**config.mk**
```make
export PLATFORM = sky130hd
export DESIGN_NAME = controller_regs_flat
export DESIGN_NICKNAME = d
export VERILOG_FILES = /design/src/design/regacc_pkg.sv /design/src/design/pd_link_if.sv /design/src/design/controller_regs.sv /design/src/flat_wrapper.sv
export SDC_FILE = /design/constraint.sdc
export NUM_CORES = 1
export LEC_CHECK = 0
export BUFFER_PORTS_ARGS = -buffer_cell sky130_fd_sc_hd__buf_2
export CAP_MARGIN = 30
export CELL_PAD_IN_SITES_DETAIL_PLACEMENT = 0
export CELL_PAD_IN_SITES_GLOBAL_PLACEMENT = 1
export CORE_UTILIZATION = 35
export CTS_BUF_LIST = sky130_fd_sc_hd__clkbuf_16
export DETAILED_ROUTE_END_ITERATION = 10
export PLACE_DENSITY_LB_ADDON = 0.08
export SLEW_MARGIN = 10
export SYNTH_ARGS = -nofsm -noshare
export SYNTH_HDL_FRONTEND = slang
export SYNTH_SLANG_ARGS = --single-unit
```
**constraint.sdc**
```tcl
create_clock -name clk -period 4.4 [get_ports clk]
set_input_delay 0.66 -clock clk [delete_from_list [all_inputs] [get_ports clk]]
set_output_delay 0.66 -clock clk [all_outputs]
set_load 0.01 [all_outputs]
```
**src/design/regacc_pkg.sv**
```systemverilog
`default_nettype none
package regacc_pkg;
  localparam int unsigned NUM_REGS = 64;
  localparam logic [5:0] CODE_WORD_REG = 6'h1F;
  localparam logic [5:0] FEATURE_REG = 6'h20;
  localparam logic [15:0] UNLOCK_CODE = 16'h1235;
  localparam logic [15:0] RELOCK_CODE = 16'h0000;
  localparam int unsigned REG_MODE_BIT = 7;
  localparam int unsigned WRITE_BIT = 6;
  localparam logic [15:0] REG_RESET = 16'h0000;
  localparam logic [7:0] BYTE_RESET = 8'h00;
  // apb register offsets of the controller
  localparam logic [7:0] OFS_CMD = 8'h00;
  localparam logic [7:0] OFS_WDATA = 8'h04;
  localparam logic [7:0] OFS_STATUS = 8'h08;
  localparam logic [7:0] OFS_RDATA = 8'h0C;
  localparam logic [7:0] OFS_PDATA = 8'h10;
  localparam int unsigned BUSY_BIT = 8;
  // edges the link command is held before the answer is taken
  localparam logic [1:0] LINK_WAIT = 2'h3;

  function automatic logic [7:0] make_ctrl(input logic wr,
                                           input logic [5:0] num);
    make_ctrl = {1'b1, wr, num};
  endfunction
endpackage
`default_nettype wire

```
**src/design/pd_link_if.sv**
```systemverilog
`timescale 1ns/1ps
`default_nettype none
interface pd_link_if;
  logic [7:0] control_byte;
  logic [15:0] output_data_word;
  logic [7:0] status_byte;
  logic [15:0] input_data_word;
  modport terminal (input control_byte, input output_data_word,
                    output status_byte, output input_data_word);
  modport controller (output control_byte, output output_data_word,
                      input status_byte, input input_data_word);
endinterface
`default_nettype wire

```
**src/design/controller_regs.sv**
```systemverilog
`timescale 1ns/1ps
`default_nettype none
module controller_regs
  import regacc_pkg::*;
(
  input wire logic clk,
  input wire logic arst_n,
  input wire logic ce,
  pd_link_if.controller link,
  input wire logic psel,
  input wire logic penable,
  input wire logic pwrite,
  input wire logic [7:0] paddr,
  input wire logic [31:0] pwdata,
  output logic [31:0] prdata,
  output logic pready,
  output logic pslverr
);
  // ************************************************************
  // apb slave
  // ************************************************************
  logic [15:0] wdata;
  logic [15:0] pdata;
  logic [7:0] stat;
  logic [15:0] rdata;
  logic busy;
  logic [1:0] wait_cnt;
  logic [7:0] cmd;
  logic start;
  logic acc;

  assign acc = psel && !penable;
  assign start = ce && psel && penable && pready && pwrite &&
                 paddr == OFS_CMD && !busy;

  always_ff @(posedge clk or negedge arst_n) begin
    if (!arst_n) begin
      pready <= 1'b0;
      pslverr <= 1'b0;
      prdata <= 32'h00000000;
    end else if (ce) begin
      pready <= acc;
      pslverr <= 1'b0;
      if (acc) begin
        case (paddr)
          OFS_CMD: prdata <= {24'h000000, cmd};
          OFS_WDATA: prdata <= {16'h0000, wdata};
          OFS_STATUS: prdata <= {23'h000000, busy, stat};
          OFS_RDATA: prdata <= {16'h0000, rdata};
          OFS_PDATA: prdata <= {16'h0000, pdata};
          default: begin
            prdata <= 32'h00000000;
            pslverr <= 1'b1;
          end
        endcase
      end
    end
  end

  always_ff @(posedge clk or negedge arst_n) begin
    if (!arst_n) begin
      wdata <= REG_RESET;
      pdata <= REG_RESET;
      cmd <= BYTE_RESET;
    end else if (ce && psel && penable && pready && pwrite) begin
      if (paddr == OFS_WDATA) wdata <= pwdata[15:0];
      if (paddr == OFS_PDATA) pdata <= pwdata[15:0];
      if (start) cmd <= pwdata[7:0];
    end
  end

  // ************************************************************
  // link driver
  // ************************************************************
  always_ff @(posedge clk or negedge arst_n) begin
    if (!arst_n) begin
      link.control_byte <= BYTE_RESET;
      link.output_data_word <= REG_RESET;
      busy <= 1'b0;
      wait_cnt <= 2'h0;
      stat <= BYTE_RESET;
      rdata <= REG_RESET;
    end else if (ce) begin
      if (start) begin
        // normal mode keeps bit 7 clear
        link.control_byte <= pwdata[REG_MODE_BIT] ?
          make_ctrl(pwdata[WRITE_BIT], pwdata[5:0]) : pwdata[7:0];
        link.output_data_word <= (pwdata[REG_MODE_BIT] && pwdata[WRITE_BIT]) ?
          wdata : pdata;
        busy <= 1'b1;
        wait_cnt <= LINK_WAIT;
      end else if (busy) begin
        if (wait_cnt != 2'h0) begin
          wait_cnt <= wait_cnt - 2'h1;
        end else begin
          busy <= 1'b0;
          stat <= link.status_byte;
          if (!link.control_byte[WRITE_BIT]) begin
            rdata <= link.input_data_word;
          end
          link.control_byte <= BYTE_RESET;
          link.output_data_word <= pdata;
        end
      end else begin
        link.output_data_word <= pdata;
      end
    end
  end
endmodule
`default_nettype wire

```
**src/flat_wrapper.sv**
```systemverilog
// flat-port wrapper written by rule: the top's interface ports become plain ports
module controller_regs_flat import regacc_pkg::*;
  (clk, arst_n, ce, psel, penable, pwrite, paddr, pwdata, prdata, pready, pslverr, link_control_byte, link_output_data_word, link_status_byte, link_input_data_word);
  pd_link_if link_i ();
  input wire logic clk;
  input wire logic arst_n;
  input wire logic ce;
  input wire logic psel;
  input wire logic penable;
  input wire logic pwrite;
  input wire logic [7:0] paddr;
  input wire logic [31:0] pwdata;
  output logic [31:0] prdata;
  output logic pready;
  output logic pslverr;
  output wire logic [$bits(link_i.control_byte)-1:0] link_control_byte;
  output wire logic [$bits(link_i.output_data_word)-1:0] link_output_data_word;
  input wire logic [$bits(link_i.status_byte)-1:0] link_status_byte;
  input wire logic [$bits(link_i.input_data_word)-1:0] link_input_data_word;
  assign link_control_byte = link_i.control_byte;
  assign link_output_data_word = link_i.output_data_word;
  assign link_i.status_byte = link_status_byte;
  assign link_i.input_data_word = link_input_data_word;
  controller_regs u_core (.clk(clk), .arst_n(arst_n), .ce(ce), .link(link_i), .psel(psel), .penable(penable), .pwrite(pwrite), .paddr(paddr), .pwdata(pwdata), .prdata(prdata), .pready(pready), .pslverr(pslverr));
endmodule
```
==> tab_implementation.tex, run 1 <==
\begin{tabular}{lr}
\hline
Metric & Value \\
\hline
\multicolumn{2}{l}{\textbf{Route}} \\
Uppermost signal routing layer after detailed routing & met4 \\
Via density per instance & 5.17 \\
Routed metal-1 wirelength & $\sim$6 mm \\
Via total after detailed routing & 3,623 \\
Violation count after the first detailed-routing iteration & about 110 \\
Number of detailed-routing iterations run before antenna repair & 4 \\
Met3 wire length & 519 µm \\
Length of routed met2 wiring & 6.91 mm \\
Antenna violation net count after detailed routing & 0 \\
Final wirelength & 13.8 mm \\
Routed wire per std cell & between 15 and 20 µm \\
Post-detailed-route DRC marker count & 0 \\
\multicolumn{2}{l}{\textbf{Power}} \\
Standby leakage power & a little over 3 nW \\
Worst vdd rail ir drop & 0.179 mV \\
Pwr per Cell Area & $\sim$330 nW/µm² \\
Total power & between 1.5 and 2 mW \\
\multicolumn{2}{l}{\textbf{Timing}} \\
Slew Limit Fails & 0 \\
Final critical path time including I/O delays and setup & roughly 2400 ps \\
Highest achievable clock rate & approximately 420 MHz \\
Endpoints failing hold & 0 \\
Setup TNS after final layout & 0 ps \\
Headroom to the max-slew limit & between 40\% and 50\% \\
Final setup violation count & 0 \\
Maximum clock skew at final layout & $\sim$5 ps \\
Worst-margin pin slew & slightly below 900 ps \\
Final clock period utilization by the worst path & about 54\% \\
RSZ-0062 raised after global routing & false \\
\multicolumn{2}{l}{\textbf{Yosys}} \\
Share of synthesized area occupied by flip-flops and latches & a little over half \\
Most used flip-flop cell after synthesis & sky130\_fd\_sc\_hd\_\_dfrtp\_1 \\
List of most frequent post-synthesis cells & sky130\_fd\_sc\_hd\_\_dfrtp\_1, sky130\_fd\_sc\_hd\_\_nand2\_1, sky130\_fd\_sc\_hd\_\_mux2\_2, sky130\_fd\_sc\_hd\_\_o21ai\_0 \\
Top cell type's share of synthesized area & 54.0\% \\
Post-synth ARST share & 100\% \\
Area of the mapped netlist & 5050 µm² \\
Top cells by area in the synthesized netlist & sky130\_fd\_sc\_hd\_\_dfrtp\_1, sky130\_fd\_sc\_hd\_\_mux2\_2, sky130\_fd\_sc\_hd\_\_mux2\_4, sky130\_fd\_sc\_hd\_\_nand2\_1, sky130\_fd\_sc\_hd\_\_a22oi\_1 \\
Flop and latch count out of synthesis & between 100 and 150 \\
Syn. warnings & 0 \\
Mean area per synthesized cell & roughly 12 µm² \\
Post-synth EDFFs & 0 \\
Unique masters post-synth & 40 \\
Most frequently used cell type in the post-synthesis netlist & sky130\_fd\_sc\_hd\_\_dfrtp\_1 \\
Yosys top cell by area & sky130\_fd\_sc\_hd\_\_dfrtp\_1 \\
Instance count of the mapped netlist & roughly 440 \\
\multicolumn{2}{l}{\textbf{Die}} \\
Initial core utilization & $\sim$36\% \\
Height of the chip & between 100 and 150 µm \\
Ports & $\sim$130 \\
Total core area & 14,000 µm² \\
Area of the die & around 15,000 µm² \\
Site row count & 43 \\
Die extent in x & approximately 120 µm \\
\multicolumn{2}{l}{\textbf{Setup path}} \\
Type of the worst setup path & input pin to flip-flop \\
Setup slack of the most critical reg-to-reg path & around 2200 ps \\
Critical path endpoint & u\_core.link.output\_data\_word[10] \\
Cell depth of the worst flop-to-flop path & 4 \\
Worst Path Required & $\sim$4600 ps \\
Reg-to-reg critical path endpoint & u\_core.link.output\_data\_word[10] \\
Arrival time at the worst endpoint & between 2000 and 3000 ps \\
Beginning of the critical path & paddr[4] \\
Endpoint class of the critical path & flip-flop \\
Peak fanout along the critical path & 19 \\
Startpoint of the most critical register-to-register path & u\_core.busy \\
Startpoint class of the critical path & input pin \\
\multicolumn{2}{l}{\textbf{Final layout}} \\
Area of the multi-input gates & roughly 2100 µm² \\
Final cell area excluding filler cells & a little under 6000 µm² \\
Final \#Nets & $\sim$600 \\
ANT cells & 0 \\
Reg area & $\sim$2700 µm² \\
Share of final-layout standard cells stronger than drive strength 1 & 35.5\% \\
Filler Cells Inserted & $\sim$1,400 \\
P\&R area growth vs syn & 16.6\% \\
Post-layout utilization of the core & between 40\% and 50\% \\
\multicolumn{2}{l}{\textbf{Placed design}} \\
Detailed-placement wirelength estimate & between 9 and 10 mm \\
Last weighted congestion value of the routability-driven placer & approximately 0.75 \\
Instance area at placement & $\sim$5600 µm² \\
Total of buffers placed on input and output ports & 95 \\
\multicolumn{2}{l}{\textbf{Flow run}} \\
Max\_cap viols & 0 \\
\multicolumn{2}{l}{\textbf{Clocking}} \\
Post-CTS setup buffers & 0 \\
Deepest clock path buffer count & 2 \\
Resize count post-CTS & 0 \\
CTS tree & built \\
CTS clock-pin slew for the worst setup and hold paths & about 70 ps \\
Post-CTS Hold Fix Bufs & 0 \\
Clk sinks & about 110 \\
Clock Latency Late Sink & 340 ps \\
Cell chosen for the clock root & sky130\_fd\_sc\_hd\_\_clkbuf\_16 \\
H-Tree Depth & 3 \\
Cts bufs inserted & 9 \\
\multicolumn{2}{l}{\textbf{Global routing}} \\
GRT Overall Usage & 19.9\% \\
Largest net degree at the start of global routing & 47 \\
Via count of the first global-routing pass & about 3,800 \\
Wire length of the first global-routing pass & between 20 and 25 mm \\
Initial antenna violation count & 0 \\
Global route total overflow & 0 \\
\multicolumn{2}{l}{\textbf{Min path}} \\
Type of the most critical hold path & input pin to asynchronous set/reset pin \\
\multicolumn{2}{l}{\textbf{Outcome}} \\
Outcome & complete, no violations \\
\hline
\end{tabular}
[stage by stage]
step | std cells | setup slack [ps] | hold WS, ps
3_3_place_gp | 686 | 1660 | 457
3_5_place_dp | 687 | 1630 | 461
4_1_cts | 701 | 2010 | 356
5_1_grt | 701 | 1880 | 381
2_1_floorplan | 451 | 2170 | 364
6_report | 701 | 2020 | 344
[routing by layer]
layer | vias up | GRT usage [%]
li1 | 1699 | -
met1 | 1831 | 25.2
met2 | 84 | 34.3
met5 | - | 0
met3 | 9 | 4.68
met4 | 0 | 4.50
[where the power goes]
group	switching (mW)	leakage, nW	internal [mW]
combinational	0.0941	1.43	0.0468
sequential	0.00910	1.49	1.02
clock	0.346	0.141	0.428
total	0.450	3.06	1.49
[cell type report]
class,count,area share (%)
sequential,109,46.3
clock buffer,9,3.82
tap,180,3.82
multi-input combinational,292,35.8
clock inverter,5,0.786
timing repair buffer,102,9.14
inverter,4,0.255
[worst min path at each step]
stage          slack (ps)          endpoint     startpoint
2_1_floorplan         360       u_core.busy         arst_n
3_3_place_gp          460     u_core.cmd[0]  u_core.cmd[0]
3_5_place_dp          460     u_core.cmd[2]  u_core.cmd[2]
4_1_cts               360  u_core.rdata[14]         arst_n
5_1_grt               380  u_core.rdata[11]         arst_n
6_report              340  u_core.rdata[11]         arst_n
[flip-flops by register name (all words and copies together), names as in the netlist]
name	count
u_core.stat	8
u_core.busy	1
u_core.prdata	16
u_core.link.output_data_word	16
u_core.rdata	16
u_core.pready	1
u_core.wait_cnt	2
u_core.link.control_byte	8
u_core.pslverr	1
u_core.wdata	16
u_core.cmd	8
u_core.pdata	16
[kinds of logic after synthesis]
family                   count (synthesis)  synth area share, %
other                                    1               0.0742
AND/OR/NAND/NOR                        108                 11.1
multiplexers                            74                 17.8
adder cells (fa/ha/maj)                  1                0.248
buffers and inverters                   50                 5.33
AO/OA/AOI/OAI                           93                 11.5
flip-flops                             109                 54.0
[critical path: stages]
cell and delay, ps:
sky130_fd_sc_hd__buf_2 270, sky130_fd_sc_hd__nor4_1 380, sky130_fd_sc_hd__nand4_1 740, sky130_fd_sc_hd__o21ai_0 440
sky130_fd_sc_hd__a21oi_1 100
[layout by cell type (no fill, tap or decap), types with 2 or more instances in the layout]
cell type                   synthesis  layout
sky130_fd_sc_hd__and4_1             2       2
sky130_fd_sc_hd__nor4_1             3       3
sky130_fd_sc_hd__a21oi_1           18      18
sky130_fd_sc_hd__nor2_1            18      18
sky130_fd_sc_hd__nand3_1           11      11
sky130_fd_sc_hd__a31oi_1           16      16
sky130_fd_sc_hd__clkbuf_16          0       9
sky130_fd_sc_hd__and3_1             2       2
sky130_fd_sc_hd__nand3b_1           2       2
sky130_fd_sc_hd__dfrtp_1          109     109
sky130_fd_sc_hd__conb_1             1      16
sky130_fd_sc_hd__inv_1              4       6
sky130_fd_sc_hd__nand4_1            2       2
sky130_fd_sc_hd__nand2_1           47      47
sky130_fd_sc_hd__nor3_1             3       3
sky130_fd_sc_hd__or2_2              2       2
sky130_fd_sc_hd__buf_4             16       7
sky130_fd_sc_hd__o21ai_0           26      26
sky130_fd_sc_hd__buf_2              5      94
sky130_fd_sc_hd__nand2b_1           2       2
sky130_fd_sc_hd__a22oi_1           21      21
sky130_fd_sc_hd__mux2_4            20      20
sky130_fd_sc_hd__nor4bb_1           2       2
sky130_fd_sc_hd__nor2b_1            6       6
sky130_fd_sc_hd__mux2i_1            9       9
sky130_fd_sc_hd__o221ai_1           8       8
sky130_fd_sc_hd__mux2_2            45      45
Power figures use the tool's default switching activity.
==> inputs of run 2 (changes only) <==
clock period = 2.18 ns   (was 4.4 ns; I/O delays follow)
==> tab_implementation.tex, run 2 (synthesized netlist as in run 1, its figures left out) <==
\begin{tabular}{lr}
\hline
Metric & Value \\
\hline
\multicolumn{2}{l}{\textbf{Timing}} \\
Endpoints failing hold & 0 (unchanged) \\
Setup TNS after final layout & 0 ps (unchanged) \\
Highest achievable clock rate & about 560 MHz \\
Headroom to the max-slew limit & 61.0\% (+19 points) \\
RSZ-0062 raised after global routing & false \\
Final critical path time including I/O delays and setup & $\sim$1800 ps \\
Maximum clock skew at final layout & 9.82 ps (+4.72 ps) \\
Slew Limit Fails & 0 (unchanged) \\
Worst-margin pin slew & 583 ps (-287 ps) \\
Final setup violation count & 0 (unchanged) \\
Final clock period utilization by the worst path & 82.0\% \\
\multicolumn{2}{l}{\textbf{Route}} \\
Violation count after the first detailed-routing iteration & 158 (+45\%) \\
Final wirelength & 13.8 mm (+0.66\%) \\
Via density per instance & 5.17 (about the same) \\
Antenna violation net count after detailed routing & 0 (unchanged) \\
Number of detailed-routing iterations run before antenna repair & 4 (unchanged) \\
Post-detailed-route DRC marker count & 0 (unchanged) \\
Routed wire per std cell & 19.2 µm (-2.0\%) \\
Via total after detailed routing & 3,721 (+2.7\%) \\
\multicolumn{2}{l}{\textbf{Clocking}} \\
CTS tree & built \\
CTS clock-pin slew for the worst setup and hold paths & 70 ps (about the same) \\
Clk sinks & 109 (unchanged) \\
Resize count post-CTS & 0 (unchanged) \\
Clock Latency Late Sink & 360 ps (+20 ps) \\
Cts bufs inserted & 9 (unchanged) \\
Cell chosen for the clock root & sky130\_fd\_sc\_hd\_\_clkbuf\_16 \\
Post-CTS Hold Fix Bufs & 1 (+1) \\
Post-CTS setup buffers & 0 (unchanged) \\
H-Tree Depth & 3 (unchanged) \\
Deepest clock path buffer count & 2 (unchanged) \\
\multicolumn{2}{l}{\textbf{Outcome}} \\
Outcome & complete, no violations \\
\multicolumn{2}{l}{\textbf{Power}} \\
Internal & 2.93 mW (+96\%) \\
Switching portion of total power & 24.5\% (+1.3 points) \\
Power dissipated by switching net loads & 0.949 mW (+110\%) \\
Standby leakage power & 3.16 nW (+3.2\%) \\
Clock network fraction of design power & 38.9\% (-1.0 points) \\
Share of total power in sequential cells & 53.3\% (+0.5 points) \\
Pwr per Cell Area & 638 nW/µm² (+94\%) \\
Combinational cell fraction of total power & 7.8\% (+0.5 points) \\
Total power & 3.88 mW (+100\%) \\
Worst vdd rail ir drop & 0.373 mV (+110\%) \\
\multicolumn{2}{l}{\textbf{Setup path}} \\
Reg-to-reg critical path endpoint & u\_core.link.output\_data\_word[11] \\
CP delay by family, top & simple AND/OR/NAND/NOR gates \\
Cell with the biggest individual delay on the critical path & sky130\_fd\_sc\_hd\_\_dfrtp\_1 \\
Arrival time at the worst endpoint & 2070 ps (-540 ps) \\
Cell depth of the worst flop-to-flop path & 7 (+3) \\
Series of cell instances along the critical path & inv\_1 -> ha\_1 -> nor2b\_1 -> nand2b\_1 -> buf\_12 -> a31oi\_1 -> a21oi\_1 \\
Number of logic stages on the critical path including buffering & 7 (+2) \\
Peak fanout along the critical path & 11 (-8) \\
Startpoint of the most critical register-to-register path & u\_core.wait\_cnt[0] \\
Worst Path Required & 2460 ps (-2160 ps) \\
Critical path endpoint & u\_core.link.output\_data\_word[11] \\
CP peak stage delay & 370 ps (-370 ps) \\
Beginning of the critical path & u\_core.wait\_cnt[0] \\
Type of the worst setup path & flip-flop to flip-flop \\
Endpoint class of the critical path & flip-flop \\
Setup slack of the most critical reg-to-reg path & 390 ps (-1820 ps) \\
Startpoint class of the critical path & flip-flop \\
Critical path buffer and inverter count & 2 (+1) \\
\multicolumn{2}{l}{\textbf{Final layout}} \\
Final \#Nets & 606 (+2.9\%) \\
Top library cells by usage in the layout, fill and taps aside & sky130\_fd\_sc\_hd\_\_dfrtp\_1, sky130\_fd\_sc\_hd\_\_buf\_2, sky130\_fd\_sc\_hd\_\_nand2\_1 \\
Most common cell after layout, fill and taps aside & sky130\_fd\_sc\_hd\_\_dfrtp\_1 \\
Share of final-layout standard cells stronger than drive strength 1 & 38.0\% (+2.5 points) \\
P\&R area growth vs syn & 20.4\% \\
ANT cells & 0 (unchanged) \\
\multicolumn{2}{l}{\textbf{Die}} \\
Total core area & 14,000 µm² (unchanged) \\
Initial core utilization & 36.1\% (unchanged) \\
Area of the die & 14,900 µm² (unchanged) \\
Die extent in x & 122 µm (unchanged) \\
Site row count & 43 (unchanged) \\
Ports & 128 (unchanged) \\
Height of the chip & 122 µm (unchanged) \\
\multicolumn{2}{l}{\textbf{Min path}} \\
Cell depth of the worst hold path & 2 \\
Type of the most critical hold path & input pin to flip-flop \\
Worst min-delay path startpoint & link\_input\_data\_word[4] \\
\multicolumn{2}{l}{\textbf{Placed design}} \\
Detailed-placement wirelength estimate & 9.73 mm (+3.8\%) \\
Last weighted congestion value of the routability-driven placer & 0.736 (-1.6\%) \\
Total of buffers placed on input and output ports & 95 (unchanged) \\
\multicolumn{2}{l}{\textbf{Global routing}} \\
Largest net degree at the start of global routing & 43 (-8.5\%) \\
Via count of the first global-routing pass & 3,971 (+3.7\%) \\
Initial antenna violation count & 0 (unchanged) \\
GRT Overall Usage & 20.2\% (+0.23 points) \\
Wire length of the first global-routing pass & 21.9 mm (+1.2\%) \\
Global route total overflow & 0 (unchanged) \\
\multicolumn{2}{l}{\textbf{Flow run}} \\
Max\_cap viols & 0 (unchanged) \\
\hline
\end{tabular}
-- run 2: cell count changes in the layout (fill, tap and decap cells not counted), sizes merged --
cell / change
clkinv: +3
clkinvlp: +1
dlygate4sd3: +1
bufinv: -1
inv: -1
buf: +16
-- run 2: area by class of cell --
| cell class | count | area (µm²) |
|---|---|---|
| Clock buffer | 9 | 225 |
| Timing Repair Buffer | 119 | 736 |
| Inverter | 4 | 15.0 |
| Fill cell | 1409 | 7910 |
| Tap cell | 180 | 225 |
| Clock inverter | 7 | 40.0 |
| Sequential cell | 109 | 2730 |
| Multi-Input combinational cell | 292 | 2110 |
-- run 2: power groups by stage --
stage          registers (mW)  logic (mW)  clock network, mW
3_3_place_gp             2.11       0.305                  0
6_report                 2.07       0.303               1.51
3_5_place_dp             2.11       0.308                  0
4_1_cts                  2.07       0.310               1.57
2_1_floorplan            2.11       0.135                  0
5_1_grt                  2.07       0.343               1.65
-- run 2: metrics by stage --
stage	std cells	area [µm²]	hold WS [ps]	util [%]	setup WS [ps]
6_report	720	6080	197	43.5	393
3_3_place_gp	703	5800	352	41.5	118
5_1_grt	720	6080	183	43.5	257
4_1_cts	720	6080	187	43.5	392
2_1_floorplan	451	5110	31.4	-	276
3_5_place_dp	703	5800	358	41.5	79.5
-- run 2: worst reg2reg max path, stage by stage (launching register included) --
cell and delay (ps):
sky130_fd_sc_hd__dfrtp_1 370, sky130_fd_sc_hd__inv_1 60, sky130_fd_sc_hd__ha_1 220, sky130_fd_sc_hd__nor2b_1 290, sky130_fd_sc_hd__nand2b_1 360, sky130_fd_sc_hd__buf_12 190, sky130_fd_sc_hd__a31oi_1 50, sky130_fd_sc_hd__a21oi_1 170
-- run 2: per-layer routing --
layer  wire [µm]  vias up  track usage [%]
met2        7170       84             34.7
met5           0        -                0
li1            -     1735                -
met1        5860     1884             24.7
met3         572       18             5.01
met4         237        0             6.25
-- run 2: worst min-delay path by stage --
| stage | endpoint | slack (ps) |
|---|---|---|
| after floorplan | u_core.busy | 30 |
| after global placement | u_core.rdata[11] | 350 |
| after detailed placement | u_core.rdata[11] | 360 |
| after CTS | u_core.rdata[4] | 190 |
| after global routing | u_core.rdata[0] | 180 |
| final | u_core.rdata[4] | 200 |
